==> src/logic/lhpi_pkg.sv <==
/*
 * Shared constants and carrier types for the legacy host port block.
 * Assumes a single 200 MHz device clock and synchronous active-low reset.
 */
package lhpi_pkg;
    ////////////////////////////////////////////////////////////////////////
    // Port offsets on the two host address bits
    localparam logic [1:0] LHPI_PORT_DATA = 2'h0;    // Read data / write data
    localparam logic [1:0] LHPI_PORT_STATUS = 2'h1;  // Status / soft reset
    localparam logic [1:0] LHPI_PORT_DRIVE = 2'h2;   // Drive kind / command start
    localparam logic [1:0] LHPI_PORT_ENABLE = 2'h3;  // Not used / enable port
    // Status bit positions
    localparam int LHPI_ST_REQ = 0;
    localparam int LHPI_ST_DIR = 1;
    localparam int LHPI_ST_CD = 2;
    localparam int LHPI_ST_BUSY = 3;
    localparam int LHPI_ST_DMA = 4;
    localparam int LHPI_ST_INT = 5;
    // Enable port bit positions
    localparam int LHPI_EN_DMA = 0;
    localparam int LHPI_EN_INT = 1;
    localparam int LHPI_EN_DRV = 2;
    // Local flavor select bit position in local register 58H
    localparam logic [7:0] LHPI_LOCAL_FLAVOR_REG = 8'h58;
    localparam int LHPI_FLAVOR_BIT = 7;
    // Reset values
    localparam logic [7:0] LHPI_RST_BYTE = 8'h00;
    localparam logic [2:0] LHPI_RST_EN = 3'h0;

    // Controller phases, coded onto command/data and direction bits
    typedef enum logic [1:0] {
        LHPI_PH_DATA_IN,
        LHPI_PH_DATA_OUT,
        LHPI_PH_COMMAND,
        LHPI_PH_STATUS
    } lhpi_phase_e;

    // Host bus strobes after synchronisation
    typedef struct packed {
        logic dack_n;
        logic sel_n;
        logic ior_n;
        logic iow_n;
        logic [1:0] addr;
        logic [7:0] wdata;
    } lhpi_host_s;

    // Local controller sequencing commands
    typedef struct packed {
        logic set_phase;          // Load a new phase while busy
        lhpi_phase_e phase;       // Phase to load
        logic byte_valid;         // A byte is offered or wanted
        logic [7:0] byte_data;    // Byte for the host to read
        logic finish;             // End of command
    } lhpi_seq_s;
endpackage

==> src/logic/lhpi_sync.sv <==
/*
 * Two-flop synchroniser bank for host pins.
 * Assumes asynchronous pin inputs; output is delayed by two clocks.
 */
`timescale 1ns/100ps
module lhpi_sync #(
    parameter int W = 14
) (
    input wire logic clock,
    input wire logic rst_n,
    input wire logic [W-1:0] d,
    input wire logic [W-1:0] rst_val,
    output logic [W-1:0] q
);
    typedef struct packed {
        logic [W-1:0] s1;
        logic [W-1:0] s2;
    } lhpi_sync_s;
    lhpi_sync_s st;
    lhpi_sync_s next_st;

    ////////////////////////////////////////////////////////////////////////
    // First stage feeds only the second stage
    always_comb begin
        next_st.s1 = d;
        next_st.s2 = st.s1;
    end

    // Register both stages; idle value is held in the reset constant
    always_ff @(posedge clock) begin
        if (!rst_n) begin
            st <= {rst_val, rst_val};
        end else begin
            st <= next_st;
        end
    end

    // Second stage is the only output
    assign q = st.s2;
endmodule

==> src/logic/lhpi_top.sv <==
/*
 * Host port logic: decodes host reads and writes onto data, status,
 * soft reset, drive kind, command start and enable ports, and builds
 * byte request, busy, phase, DMA request and interrupt status.
 * Assumes host strobes are asynchronous pins; local side is on clock.
 */
`timescale 1ns/100ps
// Functional notes
// - Respond only when flavor select bit set
// - DMA acknowledge forces data port access
// - DMA data on acknowledge in any phase; request only in data phase
// - Status top two bits read zero
// - Interrupt set at completion if enabled
// - Interrupt clears only by enable cleared
// - DMA request needs data phase, request, enable
// - One DMA request per byte, acknowledge clears
// - Busy from selection to end; block commands
// - Byte request toggles for every byte
// - Phase bits encode command, data, status
// - Completion status byte readable on data port
// - Soft reset write returns to idle
// - Drive kind read-only, loaded locally
// - Select write when idle starts command
// - Select write while busy is ignored
// - Enable port: drive, interrupt, DMA bits
module lhpi_top (
    input wire logic clock,
    input wire logic rst_n,
    input wire logic host_dack_n,            // DMA acknowledge pin
    input wire logic primary_host_select_n,  // Primary chip select pin
    input wire logic host_ior_n,             // I/O read strobe pin
    input wire logic host_iow_n,             // I/O write strobe pin
    input wire logic host_addr_bit_one,
    input wire logic host_addr_bit_zero,
    input wire logic [7:0] host_data_in,     // Host write data
    output logic [7:0] host_data_out,        // Host read data
    output logic host_data_oe_n,             // Low while driving read data
    output logic host_dma_request,           // DMA request to host
    output logic host_interrupt_line,        // Interrupt to host
    input wire logic host_bus_flavor_select, // Local register 58H bit 7
    input wire logic drive_kind_we,          // Local write of drive kind
    input wire logic [7:0] drive_kind_wdata,
    input wire lhpi_pkg::lhpi_seq_s seq,     // Local sequencing
    output logic [7:0] host_write_byte,      // Last byte written by host to the data port
    output logic host_write_valid,           // One-cycle pulse per host data-port write
    output logic host_read_done,             // One-cycle pulse per data read of an offered byte
    output logic drive_choice,               // Drive select bit
    output logic [7:0] status_view           // Status byte for the local side
);
    ////////////////////////////////////////////////////////////////////////
    // State of the block
    typedef struct packed {
        logic busy;
        lhpi_pkg::lhpi_phase_e phase;
        logic req;
        logic completion;        // Status phase entered with interrupt enabled
        logic int_flag;
        logic dma_flag;
        logic [2:0] enables;
        logic [7:0] drive_kind;
        logic [7:0] rd_byte;
        logic [7:0] rd_out;
        logic rd_oe_n;
        logic rd_from_data;      // Open read cycle targets the data port
        logic [7:0] wr_byte;
        logic wr_valid;
        logic rd_done;
        logic ior_q;
        logic iow_q;
    } lhpi_state_s;
    lhpi_state_s st;
    lhpi_state_s next_st;
    lhpi_pkg::lhpi_host_s hs;
    logic [13:0] sync_q;

    ////////////////////////////////////////////////////////////////////////
    // Pin synchronisers; strobes idle high
    lhpi_sync #(.W(14)) u_sync (
        .clock(clock),
        .rst_n(rst_n),
        .d({host_dack_n, primary_host_select_n, host_ior_n, host_iow_n,
            host_addr_bit_one, host_addr_bit_zero, host_data_in}),
        .rst_val(14'h3fff),
        .q(sync_q)
    );
    assign hs = lhpi_pkg::lhpi_host_s'(sync_q);

    // Port decode shared by read and write
    function automatic logic [2:0] port_hit(input lhpi_pkg::lhpi_host_s h, input logic on);
        if (!on) begin
            port_hit = 3'h0;
        end else if (!h.dack_n) begin
            port_hit = {1'b1, lhpi_pkg::LHPI_PORT_DATA};
        end else if (!h.sel_n) begin
            port_hit = {1'b1, h.addr};
        end else begin
            port_hit = 3'h0;
        end
    endfunction

    logic [2:0] hit;
    logic rd_start;
    logic wr_start;
    logic rd_end;
    logic in_data;
    logic [7:0] status_byte;

    assign hit = port_hit(hs, host_bus_flavor_select);
    assign rd_start = st.ior_q && !hs.ior_n && hit[2];
    assign rd_end = !st.ior_q && hs.ior_n;
    assign wr_start = st.iow_q && !hs.iow_n && hit[2];
    assign in_data = st.busy && (st.phase == lhpi_pkg::LHPI_PH_DATA_IN
                                 || st.phase == lhpi_pkg::LHPI_PH_DATA_OUT);

    // Status byte; top bits zero
    always_comb begin
        status_byte = 8'h00;
        status_byte[lhpi_pkg::LHPI_ST_INT] = st.int_flag;
        status_byte[lhpi_pkg::LHPI_ST_DMA] = st.dma_flag;
        status_byte[lhpi_pkg::LHPI_ST_BUSY] = st.busy;
        status_byte[lhpi_pkg::LHPI_ST_CD] = st.busy & st.phase[1];
        status_byte[lhpi_pkg::LHPI_ST_DIR] = st.busy & st.phase[0];
        status_byte[lhpi_pkg::LHPI_ST_REQ] = st.req;
    end

    ////////////////////////////////////////////////////////////////////////
    // Next-state logic
    always_comb begin
        next_st = st;
        next_st.ior_q = hs.ior_n;
        next_st.iow_q = hs.iow_n;
        next_st.wr_valid = 1'b0;
        next_st.rd_done = 1'b0;
        if (drive_kind_we) begin
            next_st.drive_kind = drive_kind_wdata;
        end
        // Local sequencing while busy
        if (st.busy && seq.set_phase) begin
            next_st.phase = seq.phase;
            // arm only if enable was set beforehand
            next_st.completion = (seq.phase == lhpi_pkg::LHPI_PH_STATUS)
                                 && st.enables[lhpi_pkg::LHPI_EN_INT];
        end
        if (st.busy && seq.byte_valid && !st.req) begin
            next_st.req = 1'b1;
            next_st.rd_byte = seq.byte_data;
        end
        // Read cycle: drive the selected port
        if (rd_start) begin
            next_st.rd_oe_n = 1'b0;
            next_st.rd_from_data = (hit[1:0] == lhpi_pkg::LHPI_PORT_DATA);
            unique case (hit[1:0])
                lhpi_pkg::LHPI_PORT_DATA: next_st.rd_out = st.rd_byte;
                lhpi_pkg::LHPI_PORT_STATUS: next_st.rd_out = status_byte;
                lhpi_pkg::LHPI_PORT_DRIVE: next_st.rd_out = st.drive_kind;
                lhpi_pkg::LHPI_PORT_ENABLE: next_st.rd_out = 8'h00;
            endcase
        end
        if (rd_end && !st.rd_oe_n) begin
            next_st.rd_oe_n = 1'b1;
            // Only a data-port read consumes the offered byte
            if (st.rd_from_data && st.req) begin
                next_st.req = 1'b0;
                next_st.rd_done = 1'b1;
            end
        end
        // Write cycle decode
        if (wr_start) begin
            unique case (hit[1:0])
                lhpi_pkg::LHPI_PORT_DATA: begin
                    next_st.wr_byte = hs.wdata;
                    next_st.wr_valid = 1'b1;
                    next_st.req = 1'b0;
                end
                lhpi_pkg::LHPI_PORT_STATUS: begin
                    next_st.busy = 1'b0;
                    next_st.req = 1'b0;
                    next_st.completion = 1'b0;
                    next_st.phase = lhpi_pkg::LHPI_PH_DATA_IN;
                end
                lhpi_pkg::LHPI_PORT_DRIVE: begin
                    if (!st.busy) begin
                        next_st.busy = 1'b1;
                        next_st.phase = lhpi_pkg::LHPI_PH_COMMAND;
                        next_st.completion = 1'b0;
                    end
                end
                lhpi_pkg::LHPI_PORT_ENABLE: begin
                    next_st.enables = hs.wdata[2:0];
                end
            endcase
        end
        if (st.busy && seq.finish) begin
            next_st.busy = 1'b0;
            next_st.req = 1'b0;
            next_st.completion = 1'b0;
        end
        if (!next_st.enables[lhpi_pkg::LHPI_EN_INT]) begin
            next_st.int_flag = 1'b0;
        end else if (st.completion && st.enables[lhpi_pkg::LHPI_EN_INT]) begin
            next_st.int_flag = 1'b1;
        end
        next_st.dma_flag = next_st.req && next_st.busy && !next_st.phase[1]
                           && next_st.enables[lhpi_pkg::LHPI_EN_DMA] && hs.dack_n;
        if (!hs.dack_n) begin
            next_st.dma_flag = 1'b0;
        end
    end

    ////////////////////////////////////////////////////////////////////////
    // State register
    always_ff @(posedge clock) begin
        if (!rst_n) begin
            st <= '0;
            st.rd_oe_n <= 1'b1;
            st.ior_q <= 1'b1;
            st.iow_q <= 1'b1;
            st.enables <= lhpi_pkg::LHPI_RST_EN;
            st.drive_kind <= lhpi_pkg::LHPI_RST_BYTE;
        end else begin
            st <= next_st;
        end
    end

    // Outputs
    assign host_data_out = st.rd_out;
    assign host_data_oe_n = st.rd_oe_n;
    assign host_dma_request = st.dma_flag;
    assign host_interrupt_line = st.int_flag;
    assign host_write_byte = st.wr_byte;
    assign host_write_valid = st.wr_valid;
    assign host_read_done = st.rd_done;
    assign drive_choice = st.enables[lhpi_pkg::LHPI_EN_DRV];
    assign status_view = status_byte;

    ////////////////////////////////////////////////////////////////////////
    // Checks
    property p_top_zero;
        @(posedge clock) disable iff (!rst_n) status_byte[7:6] == 2'h0;
    endproperty
    a_top_zero: assert property (p_top_zero) else $error("status top bits set");

    property p_int_needs_en;
        @(posedge clock) disable iff (!rst_n)
            st.int_flag |-> st.enables[lhpi_pkg::LHPI_EN_INT];
    endproperty
    a_int_needs_en: assert property (p_int_needs_en) else $error("interrupt without enable");

    property p_int_set;
        @(posedge clock) disable iff (!rst_n)
            (st.completion && st.enables[1] && next_st.enables[1]) |=> st.int_flag;
    endproperty
    a_int_set: assert property (p_int_set) else $error("interrupt not raised");

    property p_dma_cond;
        @(posedge clock) disable iff (!rst_n)
            st.dma_flag |-> (in_data && st.req && st.enables[lhpi_pkg::LHPI_EN_DMA]);
    endproperty
    a_dma_cond: assert property (p_dma_cond) else $error("dma request out of data phase");

    property p_dma_ack;
        @(posedge clock) disable iff (!rst_n) !hs.dack_n |=> !st.dma_flag;
    endproperty
    a_dma_ack: assert property (p_dma_ack) else $error("dma request held over ack");

    property p_start;
        @(posedge clock) disable iff (!rst_n)
            (wr_start && hit[1:0] == 2'h2 && !st.busy && !seq.finish)
            |=> (st.busy && st.phase == lhpi_pkg::LHPI_PH_COMMAND);
    endproperty
    a_start: assert property (p_start) else $error("select did not start");

    property p_ignore;
        @(posedge clock) disable iff (!rst_n)
            (wr_start && hit[1:0] == 2'h2 && st.busy && !seq.set_phase && !seq.finish)
            |=> $stable(st.phase) && st.busy;
    endproperty
    a_ignore: assert property (p_ignore) else $error("busy select changed state");

    property p_soft_reset;
        @(posedge clock) disable iff (!rst_n)
            (wr_start && hit[1:0] == 2'h1) |=> (!st.busy && !st.req && !st.dma_flag);
    endproperty
    a_soft_reset: assert property (p_soft_reset) else $error("soft reset not idle");

    property p_idle_phase;
        @(posedge clock) disable iff (!rst_n)
            !st.busy |-> status_byte[2:1] == 2'h0;
    endproperty
    a_idle_phase: assert property (p_idle_phase) else $error("phase bits while idle");

    property p_flavor;
        @(posedge clock) disable iff (!rst_n)
            !host_bus_flavor_select |-> hit == 3'h0;
    endproperty
    a_flavor: assert property (p_flavor) else $error("port hit with flavor off");
endmodule

==> config.mk <==
export PLATFORM = sky130hd
export DESIGN_NAME = lhpi_top
export DESIGN_NICKNAME = d
export VERILOG_FILES = /design/src/logic/lhpi_pkg.sv /design/src/logic/lhpi_sync.sv /design/src/logic/lhpi_top.sv
export SDC_FILE = /design/constraint.sdc
export NUM_CORES = 1
export LEC_CHECK = 0
export BUFFER_PORTS_ARGS = -buffer_cell sky130_fd_sc_hd__buf_2
export CAP_MARGIN = 20
export CORE_ASPECT_RATIO = 1.2
export CORE_MARGIN = 2
export CORE_UTILIZATION = 57
export DETAILED_ROUTE_END_ITERATION = 8
export GPL_TIMING_DRIVEN = 0
export PLACE_DENSITY = 0.95
export SYNTH_ARGS = -nofsm -noshare
export SYNTH_HDL_FRONTEND = slang
export SYNTH_SLANG_ARGS = --single-unit
==> constraint.sdc <==
create_clock -name clock -period 4.3 [get_ports clock]
set_input_delay 0.86 -clock clock [delete_from_list [all_inputs] [get_ports clock]]
set_output_delay 0.86 -clock clock [all_outputs]
set_load 0.05 [all_outputs]
==> flow_metrics.py, run 1 <==
metrics = {
    "floorplan": {
        "die_x_microns": 69.51,
        "io_pins": 69,
        "core_sq_um": 4940,
        "row_count": 28,
        "dieArea_sq_um": 5742,
        "start_util_pct": 59.42,
        "fp.dieH_microns": 82.61,
    },
    "power_and_ir_drop": {
        "peakVddDrop_mv": 0.2879,
        "power_leakage_uw": 0.001787,
        "power_uw": 1424,
        "pwr_density_cell_nw_per_um2": 398.8,
    },
    "grt": {
        "antenna_found_initial": 0,
        "track_usage_pct": 22.03,
        "grt_pass1_wl_microns": 9446,
        "grt_max_degree": 13,
        "grt_remaining_overflow": 0,
        "grt_pass1_vias": 2058,
    },
    "logic_synthesis": {
        "synth_cells": 296,
        "ys.flop_type": "dfxtp_1",
        "yosysTopAreaCell": "dfxtp_1",
        "synth_edf_count": 0,
        "synth-xor-area-share_pct": 0,
        "synth.distinct_cells": 34,
        "ys_ff_latch": 76,
        "netlist_top_cells_area": "dfxtp_1 52%, mux2i_1 13%, nand2b_1 6.4%",
        "synthArstFlopShare_pct": 0,
        "synth-compound-area-share_pct": 5.200,
        "synthMuxAreaShare_pct": 13.09,
        "synth_area_per_cell_sq_um": 9.917,
        "synth_top_family_by_area": "simple AND/OR/NAND/NOR gates",
        "synth_commonest_cells": "76 x dfxtp_1, 39 x nor2_1, 37 x mux2i_1",
        "yosys.area_share.adder_pct": 1.705,
        "ys_seq_area_share_pct": 51.83,
        "synth.cell_area_sq_um": 2935,
        "synth.most_common_cell": "dfxtp_1",
        "synth.top_cell.area_share_pct": 51.83,
        "yosysWarnings": 0,
        "synthSimpleGateAreaFrac_pct": 19.05,
    },
    "sta": {
        "slew_violations": 0,
        "max_freq_ghz": 0.4432,
        "rsz0062_at_grt": "false",
        "setup_viol": 0,
        "worst_slew_pin_slew_ps": 572.1,
        "maxSlewHeadroom_pct": 61.57,
        "hold_violations": 0,
        "fin_crit_sh_pct": 52.47,
        "setup_ws_ps": 2044,
        "tns_ps": 0,
        "fin_crit_ps": 2256,
        "skew_ps": 5.374,
    },
    "clock_tree": {
        "cts_tree": "done",
        "clk_pin_slew_ps": 70,
        "cts-root-buf": "clkbuf_8",
        "cts_resized": 0,
        "cts_hold_buf": 0,
        "cts_sinks": 76,
        "clk_latency_ps": 350,
        "cts_setup_buffers": 0,
        "htreeDepth": 3,
        "cts_buffers": 9,
        "cts_max_path_buffers": 2,
    },
    "worst_setup_path": {
        "crit_chain": "buf_2 -> nand2_1 -> nor2_1 -> and2_1 -> inv_1 -> ha_1 -> clkbuf_1 -> nor3_1 -> nor4b_4",
        "cp-end-kind": "flop",
        "critical_path_class": "primary input to flop",
        "cp.required_ps": 4510,
        "slowest_stage": "nor3_1",
        "max_stage_delay_ps": 560,
        "crit_fanout": 10,
        "path_buf_inv": 3,
        "cp-start-kind": "primary input",
        "worstPathArrival_ps": 2470,
        "cpLargestDelayFamily": "simple AND/OR/NAND/NOR gates",
    },
    "detailed_routing": {
        "detail_route.vias_per_cell": 5.039,
        "totalWireLength_microns": 5911,
        "dr.first_iter.drc_count": 149,
        "first_pass_iters": 6,
        "vias": 2202,
        "wire_per_inst_microns": 13.53,
        "drcViolationCount": 0,
        "ant_nets": 0,
    },
    "layout": {
        "syn_to_final_growth_pct": 21.65,
        "antenna_cells": 0,
        "utilization_pct": 72.29,
        "seq_area_sq_um": 1521,
        "nFillCells": 362,
        "drive_gt1_share_pct": 30.24,
        "finish.instance_area_sq_um": 3571,
        "nets": 415,
        "multi_input_area_sq_um": 1154,
    },
    "status": {
        "status": "complete, no violations",
    },
    "placed_design": {
        "gp_congestion": 0.7973,
        "dp_hpwl_microns": 4222,
        "pre_cts_slack_ps": 1697,
        "place_area_sq_um": 3334,
        "port_buffers": 64,
    },
    "min_path": {
        "hold_class": "flop to flop",
    },
    "job": {
        "drv_cap": 0,
    },
}
## cell families after synthesis
group,count (synthesis)
adder cells (fa/ha/maj),4
multiplexers,38
other,1
buffers and inverters,44
AND/OR/NAND/NOR,110
AO/OA/AOI/OAI,23
flip-flops,76
## registers in the layout (all words and copies together) (netlist names)
| signal | flops |
|---|---|
| host_dma_request | 1 |
| drive_choice | 1 |
| host_read_done | 1 |
| u_sync.q | 14 |
| host_data_out | 8 |
| host_data_oe_n | 1 |
| host_write_byte | 8 |
| host_interrupt_line | 1 |
| u_sync.next_st | 14 |
| status_view | 2 |
| st | 24 |
| host_write_valid | 1 |
## power by group
part / total [uW] / leakage [uW] / internal, uW / switching [uW]
registers: 730 / 0.000621 / 722 / 7.49
logic: 75.8 / 0.00105 / 33.6 / 42.2
clock network: 619 / 0.000116 / 375 / 244
## layout make-up
cell class / count / share of cell area, %
buffer: 39 / 6.868
clock buffer: 13 / 4.730
clock inverter: 3 / 1.892
inverter: 5 / 0.5256
multi-input combinational: 177 / 32.31
sequential: 76 / 42.61
tap: 60 / 2.102
timing repair buffer: 64 / 8.970
## worst paths after layout
| kind | from | end | cells after the start | slack [ps] |
|---|---|---|---|---|
| worst min-delay path | u_sync.next_st[7] | u_sync.q[7] | 1 | 410 |
| worst max register to register | u_sync.q[13] | host_dma_request | 8 | 2250 |
| worst min register to register | u_sync.next_st[7] | u_sync.q[7] | 1 | 410 |
| worst max-delay path | host_bus_flavor_select | host_dma_request | 9 | 2040 |
## routing by layer
layer	part of all wire, %	global-route usage [%]
met2	50	38.65
met5	0	0
met1	40	24.06
met3	6.6	6.068
met4	3.1	13.33
## stage by stage
step	cells	hold WS [ps]
6_report	437	407.9
5_1_grt	437	431.4
4_1_cts	437	409.2
3_5_place_dp	421	392.5
3_3_place_gp	421	387.8
2_1_floorplan	297	386.3
## layout by cell type (no fill, tap or decap), drive strengths merged, types with 2 or more instances in the layout
| cell type | synthesis | final |
|---|---|---|
| a211oi | 2 | 2 |
| bufinv | 0 | 2 |
| conb | 1 | 2 |
| o21ai | 8 | 8 |
| nand3 | 4 | 4 |
| clkbuf | 6 | 19 |
| inv | 5 | 5 |
| nor3 | 5 | 5 |
| nand2b | 30 | 30 |
| buf | 33 | 97 |
| nand2 | 20 | 20 |
| a22oi | 4 | 4 |
| nand3b | 2 | 2 |
| mux2i | 38 | 38 |
| a32o | 2 | 2 |
| a21oi | 3 | 3 |
| ha | 4 | 4 |
| nor2 | 39 | 39 |
| dfxtp | 76 | 76 |
| and2 | 3 | 3 |
Note: power is estimated with default switching activity, not from simulation.
==> run 2: changes to the inputs <==
--- a/config.mk
+++ b/config.mk
@@ -9,10 +9,10 @@
 export CAP_MARGIN = 20
 export CORE_ASPECT_RATIO = 1.2
 export CORE_MARGIN = 2
-export CORE_UTILIZATION = 57
+export CORE_UTILIZATION = 53
 export DETAILED_ROUTE_END_ITERATION = 8
 export GPL_TIMING_DRIVEN = 0
-export PLACE_DENSITY = 0.95
+export PLACE_DENSITY = 0.9
 export SYNTH_ARGS = -nofsm -noshare
 export SYNTH_HDL_FRONTEND = slang
 export SYNTH_SLANG_ARGS = --single-unit
==> constraint.sdc (replaced) <==
create_clock -name clock -period 2.2 [get_ports clock]
set_input_delay 0.44 -clock clock [delete_from_list [all_inputs] [get_ports clock]]
set_output_delay 0.44 -clock clock [all_outputs]
set_load 0.05 [all_outputs]
==> run 2 against run 1 <==
Effect of this change: cell count rose by 0.46%; first-iteration DRC count fell by 35%; clock skew rose by 4.5 ps; via count fell by 2.6%; flip-flop and latch count did not move; sequential power rose by 95%; largest power group unchanged; combinational power rose by 94%; clock power rose by 71%; sequential share of layout area rose by 0.39 points; largest cell class unchanged; critical path depth rose by 1; critical endpoint is now host_data_out[3].
==> flow_metrics.py, run 2 (synthesis results as in run 1) <==
metrics = {
    "layout": {
        "fin_cells": 439,
        "drive_gt1_share_pct": 30.50,
        "largest_reg_flops": 24,
        "syn_to_final_growth_pct": 20.55,
        "antenna_cells": 0,
        "nets": 415,
        "layout.cells.most_common": "dfxtp_1",
        "final_cell_mix": "76 x dfxtp_1, 71 x buf_2, 39 x nor2_1, 37 x mux2i_1, 30 x nand2b_1",
        "regMostFlops": "st",
    },
    "detailed_routing": {
        "wire_per_inst_microns": 12.77,
        "ant_nets": 0,
        "first_pass_iters": 4,
        "drcViolationCount": 0,
        "detail_route.vias_per_cell": 4.886,
        "vias": 2145,
        "dr.first_iter.drc_count": 97,
        "totalWireLength_microns": 5606,
    },
    "clock_tree": {
        "cts_tree": "done",
        "htreeDepth": 3,
        "cts_setup_buffers": 0,
        "cts_sinks": 76,
        "cts_buffers": 9,
        "cts_resized": 0,
        "clk_pin_slew_ps": 80,
        "cts_max_path_buffers": 2,
        "clk_latency_ps": 350,
        "cts-root-buf": "clkbuf_8",
        "cts_hold_buf": 0,
    },
    "grt": {
        "grt_pass1_vias": 2089,
        "antenna_found_initial": 0,
        "track_usage_pct": 20.28,
        "grt_max_degree": 13,
        "grt_pass1_wl_microns": 9439,
        "grt_remaining_overflow": 0,
    },
    "worst_setup_path": {
        "crit_fanout": 10,
        "r2r_end": "host_data_out[3]",
        "critical_path_class": "flop to flop",
        "cp-end-kind": "flop",
        "reg2reg_from": "u_sync.q[13]",
        "cp-start-kind": "flop",
        "reg2reg_slack_ps": 210,
        "worstPathArrival_ps": 2220,
        "reg2regPathDepth": 10,
        "cp.required_ps": 2430,
    },
    "power_and_ir_drop": {
        "peakVddDrop_mv": 0.4872,
        "power_leakage_uw": 0.001780,
        "pwr_density_cell_nw_per_um2": 743.4,
    },
    "sta": {
        "setup_viol": 0,
        "maxSlewHeadroom_pct": 62.80,
        "tns_ps": 0,
        "rsz0062_at_grt": "false",
        "worst_slew_pin_slew_ps": 558.0,
        "fin_crit_ps": 1987,
        "slew_violations": 0,
        "fin_crit_sh_pct": 90.30,
        "max_freq_ghz": 0.5034,
        "setup_ws_ps": 213.3,
        "hold_violations": 0,
        "skew_ps": 9.886,
    },
    "placed_design": {
        "dp.cells": 423,
        "dp_hpwl_microns": 4111,
        "port_buffers": 64,
        "gp_congestion": 0.8527,
        "pre_cts_slack_ps": 72.56,
    },
    "min_path": {
        "whs_endpoint": "u_sync.next_st[10]",
        "min-delay-start": "host_iow_n",
        "hold_class": "primary input to flop",
        "hold_depth": 2,
    },
    "floorplan": {
        "row_count": 29,
        "start_util_pct": 55.03,
        "fp.dieH_microns": 85.52,
        "dieArea_sq_um": 6152,
        "core_sq_um": 5334,
        "io_pins": 69,
        "die_x_microns": 71.94,
    },
    "status": {
        "status": "complete, no violations",
    },
    "job": {
        "drv_cap": 0,
    },
}
==> run 2: cell count changes in the layout (fill, tap and decap cells not counted) <==
| cell | previous run | this run |
|---|---|---|
| clkinv_2 | 0 | 4 |
| clkinvlp_4 | 1 | 0 |
| bufinv_16 | 2 | 1 |
| clkbuf_8 | 12 | 11 |
| clkbuf_1 | 7 | 6 |
==> run 2: worst max path at each step <==
stage                                   to                   start  slack, ps  depth (start not counted)
after floorplan                     st[46]  host_bus_flavor_select        400                          8
after detailed placement  host_data_out[3]  host_bus_flavor_select         70                         11
final                     host_data_out[3]            u_sync.q[13]        210                         10
after CTS                 host_data_out[3]            u_sync.q[13]        190                         10
after global placement    host_data_out[3]  host_bus_flavor_select        150                         11
after global routing                st[46]            u_sync.q[13]          7                          8
==> run 2: layout make-up <==
type	instances	area (sq um)
multi-input cells	177	1154
plain buffers	39	245.2
clock buffers	11	151.4
inverters	5	18.77
repair buffers	64	320.3
well taps	62	77.57
fillers	441	1795
flip-flops and latches	76	1521
clock inverters	5	50.05
==> run 2: worst max-delay path, stage by stage (launching register included) <==
cell	delay [ps]
dfxtp_1	380
nand2_1	70
nor2_1	100
and2_1	190
inv_1	80
ha_1	190
clkbuf_1	230
a22oi_1	320
o21ai_0	110
mux2i_1	140
nor2_1	50
==> run 2: power by group <==
part / switching [uW] / internal, uW / leakage, uW / total [uW]
combinational: 81.3 / 65.8 / 0.00105 / 147
clock: 481 / 578 / 0.000109 / 1060
sequential: 13.6 / 1410 / 0.000621 / 1420
total: 576 / 2050 / 0.00178 / 2630
==> run 2: through the flow <==
| step | area, sq um | util [%] | power [uW] | hold WS [ps] |
|---|---|---|---|---|
| 6_report | 3538 | 66.34 | 2630 | 269.7 |
| 3_3_place_gp | 3337 | 62.56 | 1599 | 387.3 |
| 4_1_cts | 3538 | 66.34 | 2650 | 255.3 |
| 5_1_grt | 3538 | 66.34 | 2741 | 261.9 |
| 2_1_floorplan | 2939 | - | 1547 | 386.3 |
| 3_5_place_dp | 3337 | 62.56 | 1604 | 390.9 |
==> run 2: layer usage <==
metal,part of all wire (%),vias up,global-route usage (%)
li1,-,1100,-
met5,0,-,0
met1,40,974,22.13
met4,2.0,0,8.405
met2,52,62,36.36
met3,5.4,9,5.875
==> run 3: changes to the inputs <==
--- a/config.mk
+++ b/config.mk
@@ -12,7 +12,7 @@
 export CORE_UTILIZATION = 53
 export DETAILED_ROUTE_END_ITERATION = 8
 export GPL_TIMING_DRIVEN = 0
-export PLACE_DENSITY = 0.9
+export PLACE_DENSITY = 0.79
 export SYNTH_ARGS = -nofsm -noshare
 export SYNTH_HDL_FRONTEND = slang
 export SYNTH_SLANG_ARGS = --single-unit
==> run 3 against run 2 <==
Effect of this change: cell count decreased by 0.23%; via count decreased by 1.5%; first-iteration DRC count decreased by 37%; register-to-register slack got worse by 40 ps; critical path depth unchanged; core utilization increased by 0.77 points; critical endpoint unchanged; largest cell class unchanged; largest power group unchanged.
==> flow_metrics.py, run 3 (synthesis results as in run 1) <==
metrics = {
    "status": {
        "status": "complete, no violations",
    },
    "floorplan": {
        "row_count": 29,
        "io_pins": 69,
        "dieArea_sq_um": 6152,
        "fp.dieH_microns": 85.52,
        "start_util_pct": 55.03,
        "die_x_microns": 71.94,
        "core_sq_um": 5334,
    },
    "grt": {
        "track_usage_pct": 19.14,
        "grt_pass1_wl_microns": 8880,
        "grt_pass1_vias": 1978,
        "gr-usage-met3_pct": 5.170,
        "grtUsageMet2_pct": 31.90,
        "grt_max_degree": 13,
        "antenna_found_initial": 0,
        "grt_busiest_layer": "met2",
        "met1_usage_pct": 22.37,
        "grt_remaining_overflow": 0,
    },
    "layout": {
        "antenna_cells": 0,
        "layout.cells.most_common": "dfxtp_1",
        "final_cell_mix": "76 x dfxtp_1, 71 x buf_2, 39 x nor2_1, 37 x mux2i_1, 30 x nand2b_1",
        "finish.instance_area_sq_um": 3580,
        "drive_gt1_share_pct": 30.59,
        "regMostFlops": "st",
        "largest_reg_flops": 24,
        "utilization_pct": 67.11,
        "nFillCells": 446,
        "nets": 415,
        "syn_to_final_growth_pct": 21.95,
    },
    "power_and_ir_drop": {
        "power_leakage_uw": 0.001793,
        "pwr_density_cell_nw_per_um2": 791.1,
        "peakVddDrop_mv": 0.5373,
    },
    "worst_setup_path": {
        "worstPathArrival_ps": 2250,
        "critical_path_class": "flop to flop",
        "cp-start-kind": "flop",
        "cp-end-kind": "flop",
        "cp.required_ps": 2430,
        "crit_fanout": 10,
    },
    "detailed_routing": {
        "dr.first_iter.drc_count": 61,
        "wire_per_inst_microns": 12.49,
        "vias": 2113,
        "totalWireLength_microns": 5470,
        "first_pass_iters": 4,
        "ant_nets": 0,
        "detail_route.vias_per_cell": 4.824,
        "drcViolationCount": 0,
    },
    "placed_design": {
        "gp_congestion": 0.8426,
        "dp_hpwl_microns": 3883,
        "port_buffers": 64,
        "pre_cts_slack_ps": 12.72,
        "place_area_sq_um": 3337,
    },
    "job": {
        "drv_cap": 0,
    },
    "clock_tree": {
        "cts_sinks": 76,
        "clk_latency_ps": 350,
        "cts-root-buf": "clkbuf_8",
        "cts_hold_buf": 0,
        "clk_pin_slew_ps": 80,
        "cts_max_path_buffers": 2,
        "cts_tree": "done",
        "htreeDepth": 3,
        "cts_buffers": 9,
    },
    "sta": {
        "slew_violations": 0,
        "skew_ps": 5.740,
        "worst_slew_pin_slew_ps": 577.3,
        "fin_crit_ps": 2022,
        "setup_ws_ps": 177.6,
        "hold_violations": 0,
        "hold_ws_ps": 266.1,
        "tns_ps": 0,
        "maxSlewHeadroom_pct": 61.51,
        "rsz0062_at_grt": "false",
        "fin_crit_sh_pct": 91.93,
        "max_freq_ghz": 0.4945,
        "setup_viol": 0,
    },
    "min_path": {
        "hold_class": "primary input to flop",
    },
}
## run 3: cell types whose count changed in the layout (fill, tap and decap cells not counted), sizes merged
| cell | change |
|---|---|
| clkinv | -2 |
| clkbuf | -1 |
| bufinv | +2 |
## run 3: timing repair
item	in CTS	in global routing
buffers inserted	0	0
resized for setup	0	1
setup endpoints to repair	0	1
## run 3: final cells by class
| class | count | area [sq um] | area share [%] |
|---|---|---|---|
| Buffer | 39 | 245.2 | 6.851 |
| Sequential cell | 76 | 1521 | 42.50 |
| Clock buffer | 10 | 137.6 | 3.845 |
| Multi-Input combinational cell | 177 | 1159 | 32.37 |
| Inverter | 5 | 18.77 | 0.5243 |
| Tap cell | 62 | 77.57 | 2.167 |
| Timing Repair Buffer | 64 | 320.3 | 8.948 |
| Clock inverter | 5 | 100.1 | 2.796 |
## run 3: per-layer routing
metal / vias to the layer above / routed length, microns
li1: 1100 / -
met1: 940 / 2355
met2: 64 / 2658
met3: 9 / 309
met4: 0 / 147
met5: - / 0
## run 3: final timing paths
| check | to | cells past startpoint | start | slack, ps |
|---|---|---|---|---|
| worst max-delay path | host_data_out[3] | 10 | u_sync.q[13] | 180 |
| worst min-delay path | u_sync.next_st[7] | 2 | host_data_in[7] | 270 |
| worst max register to register | host_data_out[3] | 10 | u_sync.q[13] | 180 |
| worst min register to register | u_sync.q[1] | 1 | u_sync.next_st[1] | 410 |
## run 3: worst max-delay path, stage by stage, from the launching register on
cell and delay (ps):
dfxtp_1 380, nand2_1 70, nor2_1 110, and2_1 200, inv_1 80, ha_1 190
clkbuf_1 250, a22oi_2 330, o21ai_0 110, mux2i_1 140, nor2_1 50
## run 3: power by group
group          total [uW]  switching [uW]  internal [uW]
clock network        1260             487            774
logic                 147            80.8           65.8
registers            1420            13.2           1410
## run 3: stage by stage
stage                     total power [uW]  instances
final                                 2832        438
after global routing                  2929        438
after CTS                             2848        438
after detailed placement              1603        423
after global placement                1600        423
after floorplan                       1547        297
